==> src/logic/lclfr_cfg.svh <==
// Register map, field positions and timing constants of the lock fault block
`ifndef LCLFR_CFG_SVH
`define LCLFR_CFG_SVH
`define LCL_ADDR_W 8
`define LCL_OFS_CFG 8'h00
`define LCL_OFS_CTRL 8'h04
`define LCL_OFS_STS 8'h08
`define LCL_OFS_MSK 8'h0C
`define LCL_OFS_STATE 8'h10
`define LCL_MODE_MSB 18
`define LCL_MODE_LSB 15
`define LCL_DEG_MSB 14
`define LCL_DEG_LSB 11
`define LCL_RTY_MSB 10
`define LCL_RTY_LSB 7
`define LCL_LIM_MSB 3
`define LCL_LIM_LSB 0
`define LCL_CLR_BIT 8
`define LCL_CFG_RST 32'h00000000
`define LCL_MODE_LATCH_MAX 4'h3
`define LCL_MODE_RETRY_MAX 4'h7
`define LCL_MODE_REPORT 4'h8
`define LCL_CLK_MHZ 10
`define LCL_TICK_US 50
`define LCL_TICK_CYC (`LCL_TICK_US * `LCL_CLK_MHZ)
`define LCL_DEG_0 20'h00001
`define LCL_DEG_1 20'h00002
`define LCL_DEG_2 20'h00004
`define LCL_DEG_3 20'h0000A
`define LCL_DEG_4 20'h00014
`define LCL_DEG_5 20'h00032
`define LCL_DEG_6 20'h00064
`define LCL_DEG_7 20'h00096
`define LCL_DEG_8 20'h000C8
`define LCL_DEG_9 20'h001F4
`define LCL_DEG_A 20'h003E8
`define LCL_DEG_B 20'h005DC
`define LCL_DEG_C 20'h007D0
`define LCL_DEG_D 20'h00FA0
`define LCL_DEG_E 20'h02710
`define LCL_DEG_F 20'h04E20
`define LCL_RTY_HALF 20'h02710
`define LCL_RTY_SEC 20'h04E20
`endif

==> src/logic/lclfr_pkg.sv <==
// Types of the lock fault block
package lclfr_pkg;
	typedef enum logic [2:0] {
		ST_MON   = 3'b001,
		ST_FAULT = 3'b010,
		ST_RETRY = 3'b100
	} lclfr_fsm_e;
	typedef enum logic [2:0] {
		GATE_NORMAL = 3'h0,
		GATE_HIZ    = 3'h1,
		GATE_RECIRC = 3'h2,
		GATE_HSB    = 3'h3,
		GATE_LSB    = 3'h4
	} lclfr_gate_e;
	typedef struct packed {
		lclfr_fsm_e  fsm;
		lclfr_gate_e gate;
		logic        fault_n;
		logic        irq;
		logic [31:0] cfg;
		logic [3:0]  lim;
		logic [2:0]  sts;
		logic [2:0]  msk;
		logic [31:0] rdata;
		logic [15:0] pre;
		logic [19:0] deg;
		logic [19:0] rtm;
		logic [3:0]  rcnt;
		logic        qprev;
	} lclfr_state_s;
endpackage

==> src/logic/lclfr_top.sv <==
// Lock current limit fault response with register port and interrupt
`timescale 1ns/1ns
`include "lclfr_cfg.svh"

// Operation
// - Mode 0 latches a fault on a qualified event, pulls the fault pin low and tristates outputs.
// - Mode 1 latches a fault, pulls the fault pin low and sets the stage to recirculation.
// - Mode 2 latches a fault, pulls the fault pin low and brakes with all high sides on.
// - Mode 3 latches a fault, pulls the fault pin low and brakes with all low sides on.
// - Mode 4 tristates with the pin low, clears after the retry time, latches past the limit.
// - Mode 5 retries like mode 4 but recirculates, latching once retries reach the limit.
// - Mode 6 brakes high side with the pin low and auto clears per interval up to the limit.
// - Mode 7 brakes low side with the pin low, auto clears and latches past the limit.
// - Mode 8 only pulls the fault pin low and leaves the output stage untouched.
// - Modes 9 to F disable detection so no fault and no action follow.
// - The deglitch code picks one of sixteen times from 0.05 ms up to 1000 ms.
// - Mode sits in bits 18 to 15 and deglitch in bits 14 to 11, both writable, reset zero.
// - The retry code gives 500 ms for 1, 1 s for 2 and one more second per code up to 14 s.
module lclfr_top #(
	parameter logic [15:0] TICK_CYC = 16'(`LCL_TICK_CYC)
) (
	// Clock, reset, enable
	input  wire logic                     clk,
	input  wire logic                     rst_n,
	input  wire logic                     en,
	// Register port
	input  wire logic [`LCL_ADDR_W-1:0]   addr,
	input  wire logic [31:0]              wdata,
	input  wire logic                     wr,
	input  wire logic                     rd,
	output logic      [31:0]              rdata,
	// Current limit comparator level
	input  wire logic                     over_limit,
	// Output stage, fault pin and interrupt
	output lclfr_pkg::lclfr_gate_e        gate_state,
	output logic                          fault_indicator_n,
	output logic                          irq
);

	lclfr_pkg::lclfr_state_s st_ff;
	lclfr_pkg::lclfr_state_s nxt_st;
	logic                    tick;
	logic                    qual;
	logic                    ev;
	logic [3:0]              mode;
	logic [3:0]              dsel;
	logic [3:0]              rsel;
	logic [2:0]              sts_clr;

	// Deglitch time in ticks per code
	function automatic logic [19:0] deg_ticks(input logic [3:0] c);
		case (c)
			4'h0: deg_ticks = `LCL_DEG_0;
			4'h1: deg_ticks = `LCL_DEG_1;
			4'h2: deg_ticks = `LCL_DEG_2;
			4'h3: deg_ticks = `LCL_DEG_3;
			4'h4: deg_ticks = `LCL_DEG_4;
			4'h5: deg_ticks = `LCL_DEG_5;
			4'h6: deg_ticks = `LCL_DEG_6;
			4'h7: deg_ticks = `LCL_DEG_7;
			4'h8: deg_ticks = `LCL_DEG_8;
			4'h9: deg_ticks = `LCL_DEG_9;
			4'hA: deg_ticks = `LCL_DEG_A;
			4'hB: deg_ticks = `LCL_DEG_B;
			4'hC: deg_ticks = `LCL_DEG_C;
			4'hD: deg_ticks = `LCL_DEG_D;
			4'hE: deg_ticks = `LCL_DEG_E;
			default: deg_ticks = `LCL_DEG_F;
		endcase
	endfunction

	// Retry interval in ticks, reserved code taken as shortest
	function automatic logic [19:0] rty_ticks(input logic [3:0] c);
		logic [19:0] secs;
		secs = {16'h0000, c} - 20'h00001;
		if (c <= 4'h1) begin
			rty_ticks = `LCL_RTY_HALF;
		end else begin
			rty_ticks = 20'(secs * `LCL_RTY_SEC);
		end
	endfunction

	// Output stage action of a fault mode
	function automatic lclfr_pkg::lclfr_gate_e act_gate(input logic [3:0] m);
		case (m[1:0])
			2'h0: act_gate = lclfr_pkg::GATE_HIZ;
			2'h1: act_gate = lclfr_pkg::GATE_RECIRC;
			2'h2: act_gate = lclfr_pkg::GATE_HSB;
			default: act_gate = lclfr_pkg::GATE_LSB;
		endcase
	endfunction

	// Configuration fields
	assign mode = st_ff.cfg[`LCL_MODE_MSB:`LCL_MODE_LSB];
	assign dsel = st_ff.cfg[`LCL_DEG_MSB:`LCL_DEG_LSB];
	assign rsel = st_ff.cfg[`LCL_RTY_MSB:`LCL_RTY_LSB];

	// Next state of the whole block
	always_comb begin
		nxt_st  = st_ff;
		tick    = 1'b0;
		qual    = 1'b0;
		ev      = 1'b0;
		sts_clr = 3'h0;
		if (en) begin
			// Free running tick prescaler
			if (st_ff.pre >= TICK_CYC - 16'h0001) begin
				nxt_st.pre = 16'h0000;
				tick       = 1'b1;
			end else begin
				nxt_st.pre = st_ff.pre + 16'h0001;
			end
			// Deglitch counter, restarts on any gap
			if (!over_limit) begin
				nxt_st.deg = 20'h00000;
			end else if (tick && st_ff.deg <= deg_ticks(dsel)) begin
				nxt_st.deg = st_ff.deg + 20'h00001;
			end
			qual         = over_limit && (st_ff.deg > deg_ticks(dsel));
			nxt_st.qprev = qual;
			ev           = qual && !st_ff.qprev && (mode <= `LCL_MODE_REPORT);
			// Register writes
			if (wr) begin
				if (addr == `LCL_OFS_CFG) begin
					nxt_st.cfg = wdata;
				end else if (addr == `LCL_OFS_CTRL) begin
					nxt_st.lim = wdata[`LCL_LIM_MSB:`LCL_LIM_LSB];
				end else if (addr == `LCL_OFS_STS) begin
					sts_clr = wdata[2:0];
				end else if (addr == `LCL_OFS_MSK) begin
					nxt_st.msk = wdata[2:0];
				end
			end
			nxt_st.sts = st_ff.sts & ~sts_clr;
			// Fault response sequencer
			case (st_ff.fsm)
				lclfr_pkg::ST_MON: begin
					if (ev) begin
						nxt_st.sts[0] = 1'b1;
						if (mode == `LCL_MODE_REPORT) begin
							nxt_st.fsm  = lclfr_pkg::ST_FAULT;
							nxt_st.gate = lclfr_pkg::GATE_NORMAL;
						end else if (mode <= `LCL_MODE_LATCH_MAX) begin
							nxt_st.fsm    = lclfr_pkg::ST_FAULT;
							nxt_st.gate   = act_gate(mode);
							nxt_st.sts[1] = 1'b1;
						end else if (st_ff.rcnt >= st_ff.lim) begin
							nxt_st.fsm    = lclfr_pkg::ST_FAULT;
							nxt_st.gate   = act_gate(mode);
							nxt_st.sts[1] = 1'b1;
						end else begin
							nxt_st.fsm  = lclfr_pkg::ST_RETRY;
							nxt_st.gate = act_gate(mode);
							nxt_st.rtm  = 20'h00000;
						end
					end
				end
				lclfr_pkg::ST_RETRY: begin
					if (tick) begin
						if (st_ff.rtm >= rty_ticks(rsel) - 20'h00001) begin
							nxt_st.fsm    = lclfr_pkg::ST_MON;
							nxt_st.gate   = lclfr_pkg::GATE_NORMAL;
							nxt_st.rcnt   = st_ff.rcnt + 4'h1;
							nxt_st.sts[2] = 1'b1;
						end else begin
							nxt_st.rtm = st_ff.rtm + 20'h00001;
						end
					end
				end
				lclfr_pkg::ST_FAULT: begin
					nxt_st.fsm = lclfr_pkg::ST_FAULT;
				end
				default: begin
					nxt_st.fsm  = lclfr_pkg::ST_MON;
					nxt_st.gate = lclfr_pkg::GATE_NORMAL;
				end
			endcase
			// Software fault clear
			if (wr && addr == `LCL_OFS_CTRL && wdata[`LCL_CLR_BIT]) begin
				nxt_st.fsm  = lclfr_pkg::ST_MON;
				nxt_st.gate = lclfr_pkg::GATE_NORMAL;
				nxt_st.rcnt = 4'h0;
			end
			nxt_st.fault_n = (nxt_st.fsm == lclfr_pkg::ST_MON);
			nxt_st.irq     = |(nxt_st.sts & nxt_st.msk);
			// Read data, valid the cycle after the strobe
			nxt_st.rdata = 32'h00000000;
			if (rd) begin
				if (addr == `LCL_OFS_CFG) begin
					nxt_st.rdata = st_ff.cfg;
				end else if (addr == `LCL_OFS_CTRL) begin
					nxt_st.rdata = {28'h0000000, st_ff.lim};
				end else if (addr == `LCL_OFS_STS) begin
					nxt_st.rdata = {29'h00000000, st_ff.sts};
				end else if (addr == `LCL_OFS_MSK) begin
					nxt_st.rdata = {29'h00000000, st_ff.msk};
				end else if (addr == `LCL_OFS_STATE) begin
					nxt_st.rdata = {19'h00000, qual, st_ff.rcnt, !st_ff.fault_n,
						st_ff.gate, 1'b0, st_ff.fsm};
				end
			end
		end
	end

	// State register
	always_ff @(posedge clk or negedge rst_n) begin
		if (!rst_n) begin
			st_ff <= '{
				fsm:     lclfr_pkg::ST_MON,
				gate:    lclfr_pkg::GATE_NORMAL,
				fault_n: 1'b1,
				cfg:     `LCL_CFG_RST,
				default: '0
			};
		end else begin
			st_ff <= nxt_st;
		end
	end

	// Outputs straight from the state register
	assign rdata             = st_ff.rdata;
	assign gate_state        = st_ff.gate;
	assign fault_indicator_n = st_ff.fault_n;
	assign irq               = st_ff.irq;
endmodule // lclfr_top

==> config.mk <==
export PLATFORM = sky130hd
export DESIGN_NAME = lclfr_top
export DESIGN_NICKNAME = d
export VERILOG_FILES = /design/src/logic/lclfr_pkg.sv /design/src/logic/lclfr_top.sv
export VERILOG_INCLUDE_DIRS = /design/src /design/src/logic
export SDC_FILE = /design/constraint.sdc
export NUM_CORES = 1
export LEC_CHECK = 0
export BUFFER_PORTS_ARGS = -buffer_cell sky130_fd_sc_hd__clkbuf_2
export CORE_MARGIN = 5
export CORE_UTILIZATION = 63
export CTS_BUF_LIST = sky130_fd_sc_hd__clkbuf_4
export DETAILED_ROUTE_END_ITERATION = 8
export HOLD_SLACK_MARGIN = 0.02
export PLACE_DENSITY = 0.82
export SLEW_MARGIN = 20
export SYNTH_ARGS = -nofsm -noshare
export SYNTH_HDL_FRONTEND = slang
export SYNTH_SLANG_ARGS = --single-unit
==> constraint.sdc <==
create_clock -name clk -period 12 [get_ports clk]
set_input_delay 1.2 -clock clk [delete_from_list [all_inputs] [get_ports clk]]
set_output_delay 1.2 -clock clk [all_outputs]
set_load 0.1 [all_outputs]
==> metrics.txt <==
status=completed; sequential cell area fraction in the yosys report=0.381; Clock Tree Buf Depth=2; slew margin rel.=0.351; Final Wtd Congestion=0.910; ANT cells=0; initial antenna violation count=0; post-synthesis area per instance=9.70 um2; reg2reg path depth=25; TNS Setup=0 ns; vias in the first global route=6976; Initial Utilization=0.644; cell area after synthesis=~9400 um2; clock skew=between 0.02 and 0.03 ns; Post-synth EDFFs=0; largest net degree at the start of global routing=96; critical path arrival=8.16 ns; Finish-stage setup viols=0; Die X=132 um; core area=roughly 15000 um2; WHS Path Cells=1; most used cell, CP=ha_1; Total GRT Usage=0.232; routed len/inst=17.0 um; post-layout net count=1129; Synth Instances=968; Least-Margin Pin Slew=0.970 ns; VDD IR max=roughly 84 uV; Hold Path Class=reg -> reg; crit start category=register; Hold Slack=0.499 ns; Crit Path Max Fanout=11; first-pass GRT wire length=roughly 34000 um; setup bufs post-CTS=0; mux contribution to synthesized area=0.0650; Resize count post-CTS=0; post-synthesis register bit count=143; Final Max Tran Viols=0; complex-gate fraction of the synthesized area=0.174; Filler Cells Inserted=1155; die height=between 100 and 150 um; Critical Path Sink Type=register; clock slew at reported path FFs=between 0.1 and 0.15 ns; vias=7389; Starting DRT DRC Count=434; Root Buffer=clkbuf_4; Yosys top cell by area=dfrtp_1; WP depth=25; CTS tree=built; post-route ant nets=0; Yosys top cell area share=0.376; fin crit period=7.73 ns; syn nets=1100; CP top delay family=adder cells; Worst Path Buf+Inv=4; commonest register cell after synthesis=dfrtp_1; P per Cell Area=roughly 98 nW/um2; largest family of logic cells by synthesized area=compound AO/OA/AOI/OAI gates; Max-Cap Viols=0; Placed Area=9630 um2; # H-tree levels=4; clk sinks=143; GRT overflow=0; vias per cell=6.19; Static Leak=4.91 nW; unrepaired setup endpoints after global routing=false; Skew-Pair Late Insertion Delay=roughly 0.56 ns; simple-gate share of the synthesized area=0.150; most common library cells after synthesis=dfrtp_1 (141), ha_1 (77), nand2_1 (77); row count=44; post-synthesis xor/xnor area fraction=0.0373; Synth cell types=70; FMAX=129 MHz; hold_buf cts=0; design area=9920 um2; Ports=83; layout cell share with drive strength beyond 1=0.168; Final Hold Vio Count=0; required time of the worst setup path=roughly 12 ns; IO buf count=82; CP max-delay cell=xor2_1; die area=17500 um2; Synth-to-Final Area Change=5.58%; Adder-Cell Fraction of Synth Area=0.122; Remaining DRCs=0; ys async rst share=1.00; Crit Path Category=reg -> reg; dpl hpwl=approximately 15000 um; drt pass-1 iters=5; final worst-path cycle share=0.644; Synthesis Warnings=0; Crit path largest cell delay=0.60 ns; count leader, synth=dfrtp_1; total CTS buffers=17; DRT Wirelength=around 20000 um; synth top area cells=dfrtp_1 (38%), ha_1 (10%), mux2_2 (4.8%), nand2_1 (3.1%), buf_4 (2.8%)
cells by family after synthesis:
group           count (synthesis)
simple gates                  281
xor+xnor                       40
flops                         143
compound gates                224
mux                            56
buf+inv                       138
fa+ha+maj                      86
through the flow:
stage	setup WS, ns	cells	total power [mW]	util
after CTS	4.31	1194	0.970	0.680
after global routing	3.75	1194	1.01	0.680
after global placement	4.54	1162	0.655	0.660
after detailed placement	4.34	1162	0.661	0.660
final	4.27	1194	0.968	0.680
after floorplan	4.78	968	0.619	-
flip-flops by register name, summed over array words and instances, names as in the netlist:
signal / count
dsel: 4
fault_indicator_n: 1
gate_state: 3
irq: 1
mode: 4
rdata: 32
rsel: 4
st_ff: 94
path summary, 6_finish.rpt:
check                           slack (ns)       start             to
worst max register to register        4.27     rsel[0]  gate_state[0]
min in group asynchronous             0.72       rst_n      st_ff[28]
worst min register to register        0.50  st_ff[130]      rdata[27]
max in group asynchronous            10.12       rst_n        dsel[0]
worst max-delay path                  4.27     rsel[0]  gate_state[0]
worst min-delay path                  0.50  st_ff[130]      rdata[27]
where the power goes:
group          switching (mW)  internal, mW  total (mW)
clock                   0.183         0.132       0.314
sequential             0.0194         0.498       0.517
combinational          0.0836        0.0530       0.137
total                   0.286         0.682       0.968
placed cells by master (no fill, tap or decap), drive strengths merged, types with 5 or more instances in the layout:
cell type / count
nand3: 30
o2111ai: 7
nand2b: 6
ha: 77
mux2i: 16
dfrtp: 141
o2bb2ai: 15
nand4: 15
or4: 15
a21o: 8
a31oi: 6
nor2: 66
a2111oi: 5
nor3: 17
and3: 17
nor2b: 8
nand3b: 5
xor2: 15
clkbuf: 101
o31ai: 14
o211ai: 8
o21a: 11
nand2: 77
and4: 5
o21ai: 39
mux2: 40
a211o: 6
a21oi: 39
a22o: 26
inv: 66
fa: 9
xnor2: 25
a211oi: 7
layer usage:
metal	vias to the layer above	part of all wire	global-route usage	wire [um]
met5	-	0	0	0
met4	0	0.013	0.0606	261
met3	27	0.049	0.0416	988
met2	197	0.49	0.371	9850
met1	3618	0.45	0.330	9180
li1	3547	-	-	-
area by class of cell:
cell class	instances	area, um2	area share
inverter	63	236	0.0238
timing repair buffer	85	439	0.0443
sequential	143	3580	0.361
tap	184	230	0.0232
multi-input combinational	687	5150	0.519
clock inverter	12	135	0.0136
clock buffer	20	150	0.0151
Note: power is estimated with default switching activity, not from simulation.
